File: src/core/lbcr_pkg.sv
// constants for the lighting bus control register bank
package lbcr_pkg;
    localparam logic [15:0] ADDR_RX_CNT = 16'h7617;
    localparam logic [15:0] ADDR_ERR_CNT = 16'h761f;
    localparam logic [15:0] ADDR_TX_CNT = 16'h7627;
    localparam logic [15:0] ADDR_BUS1_CFG = 16'h9d3e;
    localparam logic [15:0] ADDR_BUS2_CFG = 16'h9d3f;
    localparam logic [15:0] ADDR_BUS1_LEVEL = 16'h9d4a;
    localparam logic [15:0] ADDR_BUS1_SPEED = 16'h9e0e;
    localparam logic [15:0] ADDR_BUS1_FTIME = 16'h9e12;
    localparam logic [15:0] ADDR_BUS1_PON = 16'h9e16;
    localparam logic [15:0] ADDR_BUS1_FAIL = 16'h9e1a;
    localparam logic [15:0] ADDR_LOW_WORD = 16'h0001;

    localparam int CFG1_SENSOR_BIT = 3;
    localparam int CFG1_DIMOFF_BIT = 4;
    localparam int CFG2_LIT_BIT = 0;
    localparam int CFG2_RECALL_BIT = 1;
    localparam int CFG2_OFF_BIT = 2;

    localparam logic SENSOR_EN_RST = 1'b1;
    localparam logic DIMOFF_RST = 1'b0;
    localparam logic [7:0] LEVEL_RST = 8'h00;
    localparam logic [3:0] SPEED_RST = 4'h7;
    localparam logic [3:0] FTIME_RST = 4'h0;
    localparam logic [7:0] PON_RST = 8'hfe;
    localparam logic [7:0] FAIL_RST = 8'hfe;
    localparam logic [15:0] LEVEL_MAX = 16'h00fe;
    localparam logic [15:0] CODE_MAX = 16'h000f;

    typedef enum logic [1:0] {
        LBCR_CMD_LEVEL,
        LBCR_CMD_PON,
        LBCR_CMD_FAIL
    } lbcr_cmd_type;
endpackage : lbcr_pkg

File: src/core/lbcr_frame_counter.sv
// free-running wrapping event counter
module lbcr_frame_counter #(
    parameter int WIDTH = 32
) (
    input wire logic ref_clk,
    input wire logic rstn,
    input wire logic ce,
    input wire logic inc,
    output logic [WIDTH-1:0] count
);
    logic [WIDTH-1:0] count_ff;
    logic [WIDTH-1:0] nxt_count;

    // wraps to zero past all ones
    assign nxt_count = count_ff + WIDTH'(1);

    always_ff @(posedge ref_clk or negedge rstn) begin
        if (!rstn) begin
            count_ff <= '0;
        end else if (ce && inc) begin
            count_ff <= nxt_count;
        end
    end

    assign count = count_ff;
endmodule : lbcr_frame_counter

File: src/core/lbcr_regs.sv
// register bank and command launch for the two-channel lighting controller
module lbcr_regs #(
    parameter int CNT_WIDTH = 32
) (
    input wire logic ref_clk,
    input wire logic rstn,
    input wire logic ce,
    input wire logic [15:0] reg_addr,
    input wire logic reg_wr,
    input wire logic reg_rd,
    input wire logic [15:0] reg_wdata,
    output logic [15:0] reg_rdata,
    input wire logic occupancy_sensor1_pin,
    input wire logic switch_input1_pin,
    input wire logic joint_by_switch_input_two,
    input wire logic [3:0] bus2_switch_fade_speed,
    input wire logic [3:0] bus2_host_fade_duration,
    output logic occupancy_sensor1_active,
    output logic sw1_toggle,
    output logic sw1_dim_hold,
    output logic [3:0] sw1_fade_speed,
    output logic bus1_cmd_valid,
    output lbcr_pkg::lbcr_cmd_type bus1_cmd_kind,
    output logic [7:0] bus1_cmd_arg,
    output logic [3:0] bus1_cmd_fade,
    output logic bus1_cmd_broadcast,
    input wire logic bus1_cmd_ready,
    output logic bus2_cmd_valid,
    output logic bus2_cmd_off,
    input wire logic bus2_cmd_ready,
    input wire logic bus2_rx_ok,
    input wire logic bus2_rx_err,
    input wire logic bus2_tx_done
);
    logic sensor_en_ff;
    logic dimoff_ff;
    logic [7:0] level_ff;
    logic [3:0] speed_ff;
    logic [3:0] ftime_ff;
    logic [7:0] pon_ff;
    logic [7:0] fail_ff;
    logic [2:0] sensor_sync_ff;
    logic [2:0] switch_sync_ff;
    logic sensor_stable_ff;
    logic switch_stable_ff;
    logic sw_prev_ff;
    logic sensor_act_ff;
    logic toggle_ff;
    logic dim_hold_ff;
    logic [3:0] fade_out_ff;
    logic [2:0] pend1_ff;
    logic cmd1_valid_ff;
    lbcr_pkg::lbcr_cmd_type cmd1_kind_ff;
    logic [7:0] cmd1_arg_ff;
    logic [3:0] cmd1_fade_ff;
    logic lit2_ff;
    logic recall_bit_ff;
    logic off_bit_ff;
    logic pend2_ff;
    logic pend2_off_ff;
    logic cmd2_valid_ff;
    logic cmd2_off_ff;
    logic [15:0] rdata_ff;
    logic [CNT_WIDTH-1:0] rx_cnt;
    logic [CNT_WIDTH-1:0] err_cnt;
    logic [CNT_WIDTH-1:0] tx_cnt;

    // address decode
    wire wr_cfg1 = reg_wr && (reg_addr == lbcr_pkg::ADDR_BUS1_CFG);
    wire wr_cfg2 = reg_wr && (reg_addr == lbcr_pkg::ADDR_BUS2_CFG);
    wire wr_level = reg_wr && (reg_addr == lbcr_pkg::ADDR_BUS1_LEVEL);
    wire wr_speed = reg_wr && (reg_addr == lbcr_pkg::ADDR_BUS1_SPEED);
    wire wr_ftime = reg_wr && (reg_addr == lbcr_pkg::ADDR_BUS1_FTIME);
    wire wr_pon = reg_wr && (reg_addr == lbcr_pkg::ADDR_BUS1_PON);
    wire wr_fail = reg_wr && (reg_addr == lbcr_pkg::ADDR_BUS1_FAIL);
    // out-of-range values are refused, not clipped
    wire level_ok = reg_wdata <= lbcr_pkg::LEVEL_MAX;
    wire code_ok = reg_wdata <= lbcr_pkg::CODE_MAX;

    // switch and sensor behaviour
    wire sw_press = switch_stable_ff && !toggle_ff && !sw_prev_ff;
    wire nxt_sensor_act = sensor_stable_ff && sensor_en_ff;
    wire nxt_dim_hold = switch_stable_ff && !dimoff_ff;
    // joint control borrows channel 2 codes
    wire [3:0] eff_speed = joint_by_switch_input_two ?
        bus2_switch_fade_speed : speed_ff;
    wire [3:0] eff_ftime = joint_by_switch_input_two ?
        bus2_host_fade_duration : ftime_ff;

    // channel 1 command launch; a new write re-arms, set beats load
    wire [2:0] set1 = {wr_fail && level_ok, wr_pon && level_ok,
                       wr_level && level_ok};
    wire load1 = !cmd1_valid_ff && (pend1_ff != 3'h0);
    wire [2:0] pick1 = pend1_ff[0] ? 3'h1 : pend1_ff[1] ? 3'h2 : 3'h4;
    wire [2:0] nxt_pend1 = (pend1_ff & ~(load1 ? pick1 : 3'h0)) | set1;
    wire lbcr_pkg::lbcr_cmd_type pick_kind = pend1_ff[0] ?
        lbcr_pkg::LBCR_CMD_LEVEL : pend1_ff[1] ? lbcr_pkg::LBCR_CMD_PON :
        lbcr_pkg::LBCR_CMD_FAIL;
    wire [7:0] pick_arg = pend1_ff[0] ? level_ff : pend1_ff[1] ? pon_ff :
        fail_ff;
    wire done1 = cmd1_valid_ff && bus1_cmd_ready;

    // channel 2 edges against stored bits
    wire lit_rise = reg_wdata[lbcr_pkg::CFG2_LIT_BIT] && !lit2_ff;
    wire lit_fall = !reg_wdata[lbcr_pkg::CFG2_LIT_BIT] && lit2_ff;
    wire recall_edge = reg_wdata[lbcr_pkg::CFG2_RECALL_BIT] &&
        !recall_bit_ff;
    wire off_edge = reg_wdata[lbcr_pkg::CFG2_OFF_BIT] && !off_bit_ff;
    // off wins when one write asks for both
    wire want_off = wr_cfg2 && (off_edge || lit_fall);
    wire want_recall = wr_cfg2 && (recall_edge || lit_rise) && !want_off;
    wire nxt_lit2 = want_off ? 1'b0 : want_recall ? 1'b1 : lit2_ff;
    wire load2 = pend2_ff && !cmd2_valid_ff;
    wire done2 = cmd2_valid_ff && bus2_cmd_ready;

    // register read mux; unmapped reads give zero
    wire [15:0] rd_cfg1 = {11'h000, dimoff_ff, sensor_en_ff, 3'h0};
    wire [15:0] rd_cfg2 = {13'h0000, off_bit_ff, recall_bit_ff, lit2_ff};
    wire [15:0] rd_mux =
        (reg_addr == lbcr_pkg::ADDR_RX_CNT) ? rx_cnt[31:16] :
        (reg_addr == lbcr_pkg::ADDR_RX_CNT + lbcr_pkg::ADDR_LOW_WORD) ?
            rx_cnt[15:0] :
        (reg_addr == lbcr_pkg::ADDR_ERR_CNT) ? err_cnt[31:16] :
        (reg_addr == lbcr_pkg::ADDR_ERR_CNT + lbcr_pkg::ADDR_LOW_WORD) ?
            err_cnt[15:0] :
        (reg_addr == lbcr_pkg::ADDR_TX_CNT) ? tx_cnt[31:16] :
        (reg_addr == lbcr_pkg::ADDR_TX_CNT + lbcr_pkg::ADDR_LOW_WORD) ?
            tx_cnt[15:0] :
        (reg_addr == lbcr_pkg::ADDR_BUS1_CFG) ? rd_cfg1 :
        (reg_addr == lbcr_pkg::ADDR_BUS2_CFG) ? rd_cfg2 :
        (reg_addr == lbcr_pkg::ADDR_BUS1_LEVEL) ? {8'h00, level_ff} :
        (reg_addr == lbcr_pkg::ADDR_BUS1_SPEED) ? {12'h000, speed_ff} :
        (reg_addr == lbcr_pkg::ADDR_BUS1_FTIME) ? {12'h000, ftime_ff} :
        (reg_addr == lbcr_pkg::ADDR_BUS1_PON) ? {8'h00, pon_ff} :
        (reg_addr == lbcr_pkg::ADDR_BUS1_FAIL) ? {8'h00, fail_ff} : 16'h0000;

    // software registers
    always_ff @(posedge ref_clk or negedge rstn) begin
        if (!rstn) begin
            sensor_en_ff <= lbcr_pkg::SENSOR_EN_RST;
            dimoff_ff <= lbcr_pkg::DIMOFF_RST;
            level_ff <= lbcr_pkg::LEVEL_RST;
            speed_ff <= lbcr_pkg::SPEED_RST;
            ftime_ff <= lbcr_pkg::FTIME_RST;
            pon_ff <= lbcr_pkg::PON_RST;
            fail_ff <= lbcr_pkg::FAIL_RST;
        end else if (ce) begin
            if (wr_cfg1) begin
                sensor_en_ff <= reg_wdata[lbcr_pkg::CFG1_SENSOR_BIT];
                dimoff_ff <= reg_wdata[lbcr_pkg::CFG1_DIMOFF_BIT];
            end
            if (wr_level && level_ok) level_ff <= reg_wdata[7:0];
            if (wr_speed && code_ok) speed_ff <= reg_wdata[3:0];
            if (wr_ftime && code_ok) ftime_ff <= reg_wdata[3:0];
            if (wr_pon && level_ok) pon_ff <= reg_wdata[7:0];
            if (wr_fail && level_ok) fail_ff <= reg_wdata[7:0];
        end
    end

    // pin synchronisers; a change counts once stages two and three agree
    always_ff @(posedge ref_clk or negedge rstn) begin
        if (!rstn) begin
            sensor_sync_ff <= 3'h0;
            switch_sync_ff <= 3'h0;
            sensor_stable_ff <= 1'b0;
            switch_stable_ff <= 1'b0;
        end else if (ce) begin
            sensor_sync_ff <= {sensor_sync_ff[1:0], occupancy_sensor1_pin};
            switch_sync_ff <= {switch_sync_ff[1:0], switch_input1_pin};
            if (sensor_sync_ff[1] == sensor_sync_ff[2])
                sensor_stable_ff <= sensor_sync_ff[2];
            if (switch_sync_ff[1] == switch_sync_ff[2])
                switch_stable_ff <= switch_sync_ff[2];
        end
    end

    // switch and sensor outputs
    always_ff @(posedge ref_clk or negedge rstn) begin
        if (!rstn) begin
            sw_prev_ff <= 1'b0;
            sensor_act_ff <= 1'b0;
            toggle_ff <= 1'b0;
            dim_hold_ff <= 1'b0;
            fade_out_ff <= lbcr_pkg::SPEED_RST;
        end else if (ce) begin
            sw_prev_ff <= switch_stable_ff;
            sensor_act_ff <= nxt_sensor_act;
            toggle_ff <= sw_press;
            dim_hold_ff <= nxt_dim_hold;
            fade_out_ff <= eff_speed;
        end
    end

    // channel 1 command slot, held until taken
    always_ff @(posedge ref_clk or negedge rstn) begin
        if (!rstn) begin
            pend1_ff <= 3'h0;
            cmd1_valid_ff <= 1'b0;
            cmd1_kind_ff <= lbcr_pkg::LBCR_CMD_LEVEL;
            cmd1_arg_ff <= 8'h00;
            cmd1_fade_ff <= 4'h0;
        end else if (ce) begin
            pend1_ff <= nxt_pend1;
            if (load1) begin
                cmd1_valid_ff <= 1'b1;
                cmd1_kind_ff <= pick_kind;
                cmd1_arg_ff <= pick_arg;
                cmd1_fade_ff <= eff_ftime;
            end else if (done1) begin
                cmd1_valid_ff <= 1'b0;
            end
        end
    end

    // channel 2 state and command slot; newest request replaces older
    always_ff @(posedge ref_clk or negedge rstn) begin
        if (!rstn) begin
            lit2_ff <= 1'b0;
            recall_bit_ff <= 1'b0;
            off_bit_ff <= 1'b0;
            pend2_ff <= 1'b0;
            pend2_off_ff <= 1'b0;
            cmd2_valid_ff <= 1'b0;
            cmd2_off_ff <= 1'b0;
        end else if (ce) begin
            lit2_ff <= nxt_lit2;
            if (wr_cfg2) begin
                recall_bit_ff <= reg_wdata[lbcr_pkg::CFG2_RECALL_BIT];
                off_bit_ff <= reg_wdata[lbcr_pkg::CFG2_OFF_BIT];
            end
            if (want_off || want_recall) begin
                pend2_ff <= 1'b1;
                pend2_off_ff <= want_off;
            end else if (load2) begin
                pend2_ff <= 1'b0;
            end
            if (load2) begin
                cmd2_valid_ff <= 1'b1;
                cmd2_off_ff <= pend2_off_ff;
            end else if (done2) begin
                cmd2_valid_ff <= 1'b0;
            end
        end
    end

    // read data register
    always_ff @(posedge ref_clk or negedge rstn) begin
        if (!rstn) begin
            rdata_ff <= 16'h0000;
        end else if (ce && reg_rd) begin
            rdata_ff <= rd_mux;
        end
    end

    lbcr_frame_counter #(.WIDTH(CNT_WIDTH)) u_rx_cnt (.ref_clk(ref_clk),
        .rstn(rstn), .ce(ce), .inc(bus2_rx_ok), .count(rx_cnt));
    lbcr_frame_counter #(.WIDTH(CNT_WIDTH)) u_err_cnt (.ref_clk(ref_clk),
        .rstn(rstn), .ce(ce), .inc(bus2_rx_err), .count(err_cnt));
    lbcr_frame_counter #(.WIDTH(CNT_WIDTH)) u_tx_cnt (.ref_clk(ref_clk),
        .rstn(rstn), .ce(ce), .inc(bus2_tx_done), .count(tx_cnt));
    assign reg_rdata = rdata_ff;
    assign occupancy_sensor1_active = sensor_act_ff;
    assign sw1_toggle = toggle_ff;
    assign sw1_dim_hold = dim_hold_ff;
    assign sw1_fade_speed = fade_out_ff;
    assign bus1_cmd_valid = cmd1_valid_ff;
    assign bus1_cmd_kind = cmd1_kind_ff;
    assign bus1_cmd_arg = cmd1_arg_ff;
    assign bus1_cmd_fade = cmd1_fade_ff;
    // no short addresses exist, so every command is a broadcast
    assign bus1_cmd_broadcast = 1'b1;
    assign bus2_cmd_valid = cmd2_valid_ff;
    assign bus2_cmd_off = cmd2_off_ff;
endmodule : lbcr_regs

File: config.mk
export PLATFORM = sky130hd
export DESIGN_NAME = lbcr_regs
export DESIGN_NICKNAME = d
export VERILOG_FILES = /design/src/core/lbcr_pkg.sv /design/src/core/lbcr_frame_counter.sv /design/src/core/lbcr_regs.sv
export SDC_FILE = /design/constraint.sdc
export NUM_CORES = 1
export LEC_CHECK = 0
export ABC_AREA = 1
export CAP_MARGIN = 15
export CORE_UTILIZATION = 65
export CTS_CLUSTER_SIZE = 10
export DETAILED_ROUTE_END_ITERATION = 6
export DONT_BUFFER_PORTS = 1
export PLACE_DENSITY = 0.81
export SLEW_MARGIN = 20
export SYNTH_ARGS = -nofsm -noshare
export SYNTH_HDL_FRONTEND = slang
export SYNTH_SLANG_ARGS = --single-unit
File: constraint.sdc
create_clock -name ref_clk -period 5.8 [get_ports ref_clk]
set_input_delay 0 -clock ref_clk [delete_from_list [all_inputs] [get_ports ref_clk]]
set_output_delay 0 -clock ref_clk [all_outputs]
set_load 0.01 [all_outputs]
== Word-level counts from Yosys, hierarchy flattened ==
Index checks and enable logic that the tools add are counted.

* Add/sub/neg operators: 3
* Order comparisons: 2
* Eq/ne operators: 15
* Multiplexer cells: 30
* Bitwise gates (word level): 3
* Reductions and logical operators: 65

{| class="wikitable"
|+ Operators by type and width
! operator !! count
|-
| 16-bit == test, second input constant || 7
|-
| 32-bit by 1-bit adder with 32-bit output, second input constant || 3
|-
| 16-bit by 15-bit == test with 1-bit output, second input constant || 6
|-
| 16-bit two-way mux || 6
|-
| 8-bit two-way mux || 9
|-
| 2-bit AND reduction || 16
|-
| 1-bit logical AND || 31
|-
| 16-bit by 4-bit <= comparator with 1-bit output, second input constant || 1
|-
| 16-bit by 8-bit <= comparator with 1-bit output, second input constant || 1
|-
| 1-bit zero test || 10
|-
| 3-bit two-way mux || 3
|-
| 1-bit two-way mux || 8
|-
| 4-bit two-way mux || 2
|-
| 2-bit nonzero test || 4
|-
| 2-bit two-way mux || 2
|-
| 3-bit AND || 1
|-
| 1-bit logical OR || 3
|-
| 3-bit NOT || 1
|-
| 3-bit bitwise OR || 1
|-
| 3-bit nonzero test || 1
|-
| 1-bit == test || 2
|}

* Flip-flop bits (word level): 187
* Input port bits: 53
* Output and inout bits: 41
* Logic and storage cells: 150

== Depth between registers and ports, before layout ==
* Depth after elaboration: 14
* Gate-level depth with buffers: 16
* Mapped depth without buffers: 16

== By module ==
From an unflattened synthesis, not the netlist that was laid out.

* Cells, all modules: 1465
* Area, all modules: 10968.0 µm²

{| class="wikitable"
|+ By module, submodules not included
! module !! instances !! cells each !! area an instance (µm²) !! seq. area each (µm²)
|-
| lbcr_regs || 1 || 728 || 5154.9 || 2303.5
|-
| lbcr_frame_counter at u_err_cnt ... || 2 || 246 || 1951.9 || 800.8
|-
| lbcr_frame_counter at u_tx_cnt || 1 || 245 || 1909.3 || 800.8
|}

== Worst setup path before layout ==
Ideal clock, no wire load.

* Kind: register to register
* From: register u_rx_cnt.count_ff[1] (netlist: u_rx_cnt.count[1])
* To: register u_rx_cnt.count_ff[28] (netlist: u_rx_cnt.count[28])
* Setup time: 123 ps
* Arrival time: 1749 ps
* Data required time: 5677 ps
* Setup slack: 3928 ps
* Cell stages (with the launch flop): 10
* Path buffers: 0
* Period minus slack after synthesis: 1872 ps
* Cell sequence: dfrtp_1 -> ha_1 -> nand3_1 -> nor2_1 -> nand3_1 -> nor4_1 -> nand4_1 -> nor2_1 -> nand4_1 -> xnor2_1

* Cells in the longest elaborated chain, start to end: 1

{| class="wikitable"
|+ RTL lines
! item !! RTL line !! RTL
|-
| start: declaration || lbcr_frame_counter.sv:11 || <nowiki>logic [WIDTH-1:0] count_ff;</nowiki>
|-
| start signal: assignment || lbcr_frame_counter.sv:21 || <nowiki>count_ff <= nxt_count;</nowiki>
|-
| 32-bit by 1-bit adder with 32-bit output || lbcr_frame_counter.sv:15 || <nowiki>assign nxt_count = count_ff + WIDTH'(1);</nowiki>
|}

Every way passes these cells.
A chain may end at the register's enable or synchronous reset.

== Worst setup path in the final report ==
Ends and elaborated chain as after synthesis.

==> impl_results.html <==
<table>
<tr><th>Metric</th><th>Value</th></tr>
<tr><th colspan="2">Run status</th></tr>
<tr><td>Status</td><td>finished, final reports clean</td></tr>
<tr><th colspan="2">CTS</th></tr>
<tr><td>Clock sink total</td><td>roughly 190</td></tr>
<tr><td>Skew-Pair Late Insertion Delay</td><td>440 ps</td></tr>
<tr><td>TritonCTS clock tree</td><td>built</td></tr>
<tr><td>Clock transition at path regs</td><td>70 ps</td></tr>
<tr><td>CTS resizes</td><td>0</td></tr>
<tr><td>CTS Root Buffer Type</td><td>sky130_fd_sc_hd__clkbuf_16</td></tr>
<tr><td>Cts bufs inserted</td><td>17</td></tr>
<tr><td>Number of buffers between clock root and the deepest sink</td><td>2</td></tr>
<tr><td>Deepest level of the CTS H-tree</td><td>4</td></tr>
<tr><th colspan="2">Critical path</th></tr>
<tr><td>CP Depth</td><td>9</td></tr>
<tr><td>Category of the worst setup path capture point</td><td>register</td></tr>
<tr><td>Path depth of the worst reg2reg path</td><td>9</td></tr>
<tr><td>Data arrival time of the critical path</td><td>between 2000 and 3000 ps</td></tr>
<tr><td>Crit-path max FO</td><td>4</td></tr>
<tr><td>Slowest cell on the critical path</td><td>sky130_fd_sc_hd__dfrtp_1</td></tr>
<tr><td>Req. time, crit path</td><td>a little over 6000 ps</td></tr>
<tr><td>Kind of start point of the critical path</td><td>register</td></tr>
<tr><td>Delay of the slowest cell on the worst path</td><td>400 ps</td></tr>
<tr><td>Critical path buffer and inverter count</td><td>0</td></tr>
<tr><td>Critical path cell sequence</td><td>ha_1 &gt; nand3_1 &gt; nor2_1 &gt; nand3_1 &gt; nor4_1 &gt; nand4_1 &gt; nor2_1 &gt; nand4_1 &gt; xnor2_1</td></tr>
<tr><td>Crit path kind</td><td>register to register</td></tr>
<tr><td>CP delay by family, top</td><td>simple AND/OR/NAND/NOR gates</td></tr>
<tr><th colspan="2">GRT</th></tr>
<tr><td>Total grt overflow</td><td>0</td></tr>
<tr><td>Gr usage total</td><td>0.3482</td></tr>
<tr><td>Initial antenna violation count</td><td>0</td></tr>
<tr><td>Vias in the first global route</td><td>~8200</td></tr>
<tr><td>Pin count of the biggest net entering global routing</td><td>between 150 and 200</td></tr>
<tr><td>Wire length of the first global-routing pass</td><td>40080 um</td></tr>
<tr><th colspan="2">Final layout</th></tr>
<tr><td>Total area of multi-input combinational cells</td><td>4282 um^2</td></tr>
<tr><td>Final nets</td><td>between 1000 and 1500</td></tr>
<tr><td>Area of all sequential standard cells</td><td>4706 um^2</td></tr>
<tr><td>Share of cells above drive strength 1</td><td>0.07449</td></tr>
<tr><td>Fill cell total of the finished layout</td><td>around 1000</td></tr>
<tr><td>Final core area utilization</td><td>0.7435</td></tr>
<tr><td>Area growth syn-to-layout</td><td>11.98%</td></tr>
<tr><th colspan="2">Min path</th></tr>
<tr><td>Class of the tightest hold or removal check</td><td>primary input to register</td></tr>
<tr><td>Worst Hold Depth</td><td>4</td></tr>
<tr><th colspan="2">Logic synthesis</th></tr>
<tr><td>Post-synth EDFFs</td><td>0</td></tr>
<tr><td>Sequential area share after synthesis</td><td>0.4876</td></tr>
<tr><td>Number of nets produced by synthesis</td><td>1238</td></tr>
<tr><td>Yosys cell types</td><td>43</td></tr>
<tr><td>Mean Syn Cell Area</td><td>~8.2 um^2</td></tr>
<tr><td>Mapped Area</td><td>9651 um^2</td></tr>
<tr><td>Largest family of logic cells by synthesized area</td><td>simple AND/OR/NAND/NOR gates</td></tr>
<tr><td>Async set-reset flop share out of synthesis</td><td>1.000</td></tr>
<tr><td>Multiplexer share of the synthesized area</td><td>0.003501</td></tr>
<tr><td>Mapped Cells</td><td>between 1000 and 1500</td></tr>
<tr><td>Simple-gate share of the synthesized area</td><td>0.2773</td></tr>
<tr><td>Fraction of the mapped netlist area in compound gates</td><td>0.07546</td></tr>
<tr><td>Synth Area in XOR/XNOR</td><td>0.08259</td></tr>
<tr><td>Count of yosys warnings during synthesis</td><td>0</td></tr>
<tr><td>Yosys reg bits</td><td>roughly 190</td></tr>
<tr><td>Most instantiated flip-flop cell in the synthesis netlist</td><td>sky130_fd_sc_hd__dfrtp_1</td></tr>
<tr><td>Share of synthesized cell area in full adder, half adder and majority cells</td><td>0.003890</td></tr>
<tr><th colspan="2">Placed design</th></tr>
<tr><td>Number of buffers added on ports</td><td>0</td></tr>
<tr><td>Final Wtd Congestion</td><td>0.9719</td></tr>
<tr><td>Half-perimeter wire length after detailed placement</td><td>around 18000 um</td></tr>
<tr><th colspan="2">Route</th></tr>
<tr><td>Detailed router's first-iteration violation count</td><td>roughly 750</td></tr>
<tr><td>Final antenna-violating net count</td><td>0</td></tr>
<tr><td>Remaining routing DRC violations</td><td>0</td></tr>
<tr><td>Total length of routed wires</td><td>between 20000 and 30000 um</td></tr>
<tr><td>Number of iterations in the first detailed-routing pass</td><td>5</td></tr>
<tr><td>Via count normalized by instance count</td><td>between 5 and 6</td></tr>
<tr><td>Via count of the routed design</td><td>8366</td></tr>
<tr><td>Mean routed wirelength per cell</td><td>roughly 18 um</td></tr>
<tr><th colspan="2">Run</th></tr>
<tr><td>Number of violations of the max-capacitance limit</td><td>0</td></tr>
<tr><th colspan="2">Pwr</th></tr>
<tr><td>Leak pwr</td><td>~5.4 nW</td></tr>
<tr><td>Power per cell area</td><td>roughly 270 nW/um^2</td></tr>
<tr><td>Worst-case vdd ir drop</td><td>between 200 and 250 uV</td></tr>
<tr><th colspan="2">Timing</th></tr>
<tr><td>Final cycle utilization of the critical path</td><td>0.4121</td></tr>
<tr><td>Pins over their slew limit</td><td>0</td></tr>
<tr><td>Clock skew after layout</td><td>approximately 7 ps</td></tr>
<tr><td>Total negative slack</td><td>0 ps</td></tr>
<tr><td>Final critical-path required period</td><td>2390 ps</td></tr>
<tr><td>Slew at the pin closest to its max-slew limit</td><td>approximately 1100 ps</td></tr>
<tr><td>RSZ-0062 raised after global routing</td><td>false</td></tr>
<tr><td>Maximum clock frequency</td><td>approximately 0.42 GHz</td></tr>
<tr><td>Final setup violation count</td><td>0</td></tr>
<tr><td>Worst slew margin</td><td>0.2363</td></tr>
<tr><td>Final Hold Vio Count</td><td>0</td></tr>
<tr><th colspan="2">Floorplanning</th></tr>
<tr><td>Number of rows in the core area</td><td>44</td></tr>
<tr><td>Die area</td><td>approximately 15000 um^2</td></tr>
<tr><td>Die Y</td><td>~120 um</td></tr>
<tr><td>Core ar.</td><td>about 15000 um^2</td></tr>
<tr><td>Boundary pin count</td><td>94</td></tr>
<tr><td>Initial cell density of the core</td><td>0.6640</td></tr>
<tr><td>Die boundary width</td><td>roughly 120 um</td></tr>
</table>
-- power by group --
group	switching [mW]	total (mW)	internal (mW)
sequential	0.101	1.48	1.38
combinational	0.162	0.254	0.0925
clock	0.535	1.13	0.599
-- final timing paths --
check                                                from                              to  slack (ps)
max                         u_rx_cnt.count[1]$_DFFE_PN0P_  u_rx_cnt.count[28]$_DFFE_PN0P_        3410
min                                           reg_addr[4]           dimoff_ff$_DFFE_PN0P_          20
max reg2reg                 u_rx_cnt.count[1]$_DFFE_PN0P_  u_rx_cnt.count[28]$_DFFE_PN0P_        3410
min reg2reg                u_tx_cnt.count[31]$_DFFE_PN0P_  u_tx_cnt.count[31]$_DFFE_PN0P_         480
max in group asynchronous                            rstn   u_tx_cnt.count[6]$_DFFE_PN0P_        4740
min in group asynchronous                            rstn    bus1_cmd_kind[1]$_DFFE_PN0P_         160
-- synth_stat cells, drive strengths merged (2+ instances only) --
cell type / instances / area (um^2)
nand2: 330 / 1266
dfrtp: 166 / 4154
inv: 154 / 578.1
nor2: 96 / 387.9
o21ai: 92 / 460.4
xor2: 72 / 630.6
nand3: 63 / 320.3
nand4: 44 / 302.8
nor3: 34 / 239.0
dfstp: 21 / 551.8
xnor2: 19 / 166.4
clkbuf: 18 / 67.56
nor4: 17 / 127.6
a21oi: 16 / 80.08
a41oi: 5 / 43.79
o22ai: 5 / 31.28
a31oi: 4 / 25.02
or2: 4 / 25.02
a221oi: 3 / 26.28
buf: 3 / 22.52
ha: 3 / 37.54
mux2: 3 / 33.78
o211ai: 2 / 15.01
o21bai: 2 / 15.01
-- metrics by stage --
stage / power (mW) / worst slack [ps] / hold WS (ps) / cells / cell area (um^2)
2_1_floorplan: 1.625 / 3928 / -295.6 / 1182 / 9651
3_3_place_gp: 1.684 / 3519 / -290.8 / 1346 / 9798
3_5_place_dp: 1.697 / 3461 / -292.0 / 1346 / 9803
4_1_cts: 2.869 / 3446 / 6.260 / 1419 / 10800
5_1_grt: 2.978 / 3157 / 39.23 / 1419 / 10800
6_report: 2.873 / 3410 / 17.41 / 1420 / 10810
-- kinds of logic (layout without fill, tap and decap cells) --
logic type | Yosys count | in the layout
other | 1 | 2
adder cells (fa/ha/maj) | 3 | 3
AO/OA/AOI/OAI | 133 | 133
buffers and inverters | 175 | 228
AND/OR/NAND/NOR | 589 | 589
flip-flops | 187 | 187
multiplexers | 3 | 3
XOR/XNOR | 91 | 91
-- flip-flops by register name (all words and copies together), names as in the netlist, 2 cells and up --
| register | count |
|---|---|
| u_err_cnt.count | 32 |
| u_rx_cnt.count | 32 |
| u_tx_cnt.count | 32 |
| reg_rdata | 16 |
| bus1_cmd_arg | 8 |
| fail_ff | 8 |
| level_ff | 8 |
| pon_ff | 8 |
| bus1_cmd_fade | 4 |
| ftime_ff | 4 |
| speed_ff | 4 |
| sw1_fade_speed | 4 |
| pend1_ff | 3 |
| sensor_sync_ff | 3 |
| switch_sync_ff | 3 |
| bus1_cmd_kind | 2 |
-- cell usage in the layout (no fill, tap or decap), types with 5 or more instances in the layout --
cell and count:
sky130_fd_sc_hd__nand2_1 325, sky130_fd_sc_hd__dfrtp_1 166, sky130_fd_sc_hd__inv_1 154, sky130_fd_sc_hd__o21ai_0 92, sky130_fd_sc_hd__nor2_1 89, sky130_fd_sc_hd__xor2_1 72, sky130_fd_sc_hd__nand3_1 62, sky130_fd_sc_hd__nand4_1 41
sky130_fd_sc_hd__dlygate4sd3_1 39, sky130_fd_sc_hd__nor3_1 23, sky130_fd_sc_hd__dfstp_2 21, sky130_fd_sc_hd__xnor2_1 19, sky130_fd_sc_hd__clkbuf_16 17, sky130_fd_sc_hd__a21oi_1 16, sky130_fd_sc_hd__nor4_1 15, sky130_fd_sc_hd__nor3_2 8
sky130_fd_sc_hd__nor2_2 5, sky130_fd_sc_hd__a41oi_1 5, sky130_fd_sc_hd__o22ai_1 5, sky130_fd_sc_hd__inv_6 5
-- tightest hold or removal path, delay by kind of cell --
family             cells  cell delay [ps]
and+or+nand+nor        3              330
AOI/OAI and AO/OA      1               90
-- timing repair --
action,CTS,global route
hold buffers,41,0
buffers inserted,0,0
setup endpoints to repair,0,0
hold endpoints to repair,266,0
-- area by class of cell --
type                    instances  share of cell area
inverters                     154             0.05349
flip-flops and latches        187              0.4355
clock inverters                15             0.01274
multi-input cells             820              0.3962
diodes                          1           0.0002316
repair buffers                 42             0.04122
well taps                     184             0.02130
clock buffers                  17             0.03937
-- routing by layer --
layer  track usage  up-vias  routed length, um
met5      0.003472        -                  0
met4        0.2161        0               1365
met3       0.08425      111               2025
met2        0.5486      417              11770
met1        0.4317     3937              10200
li1              -     3901                  -
Power figures use the tool's default switching activity.
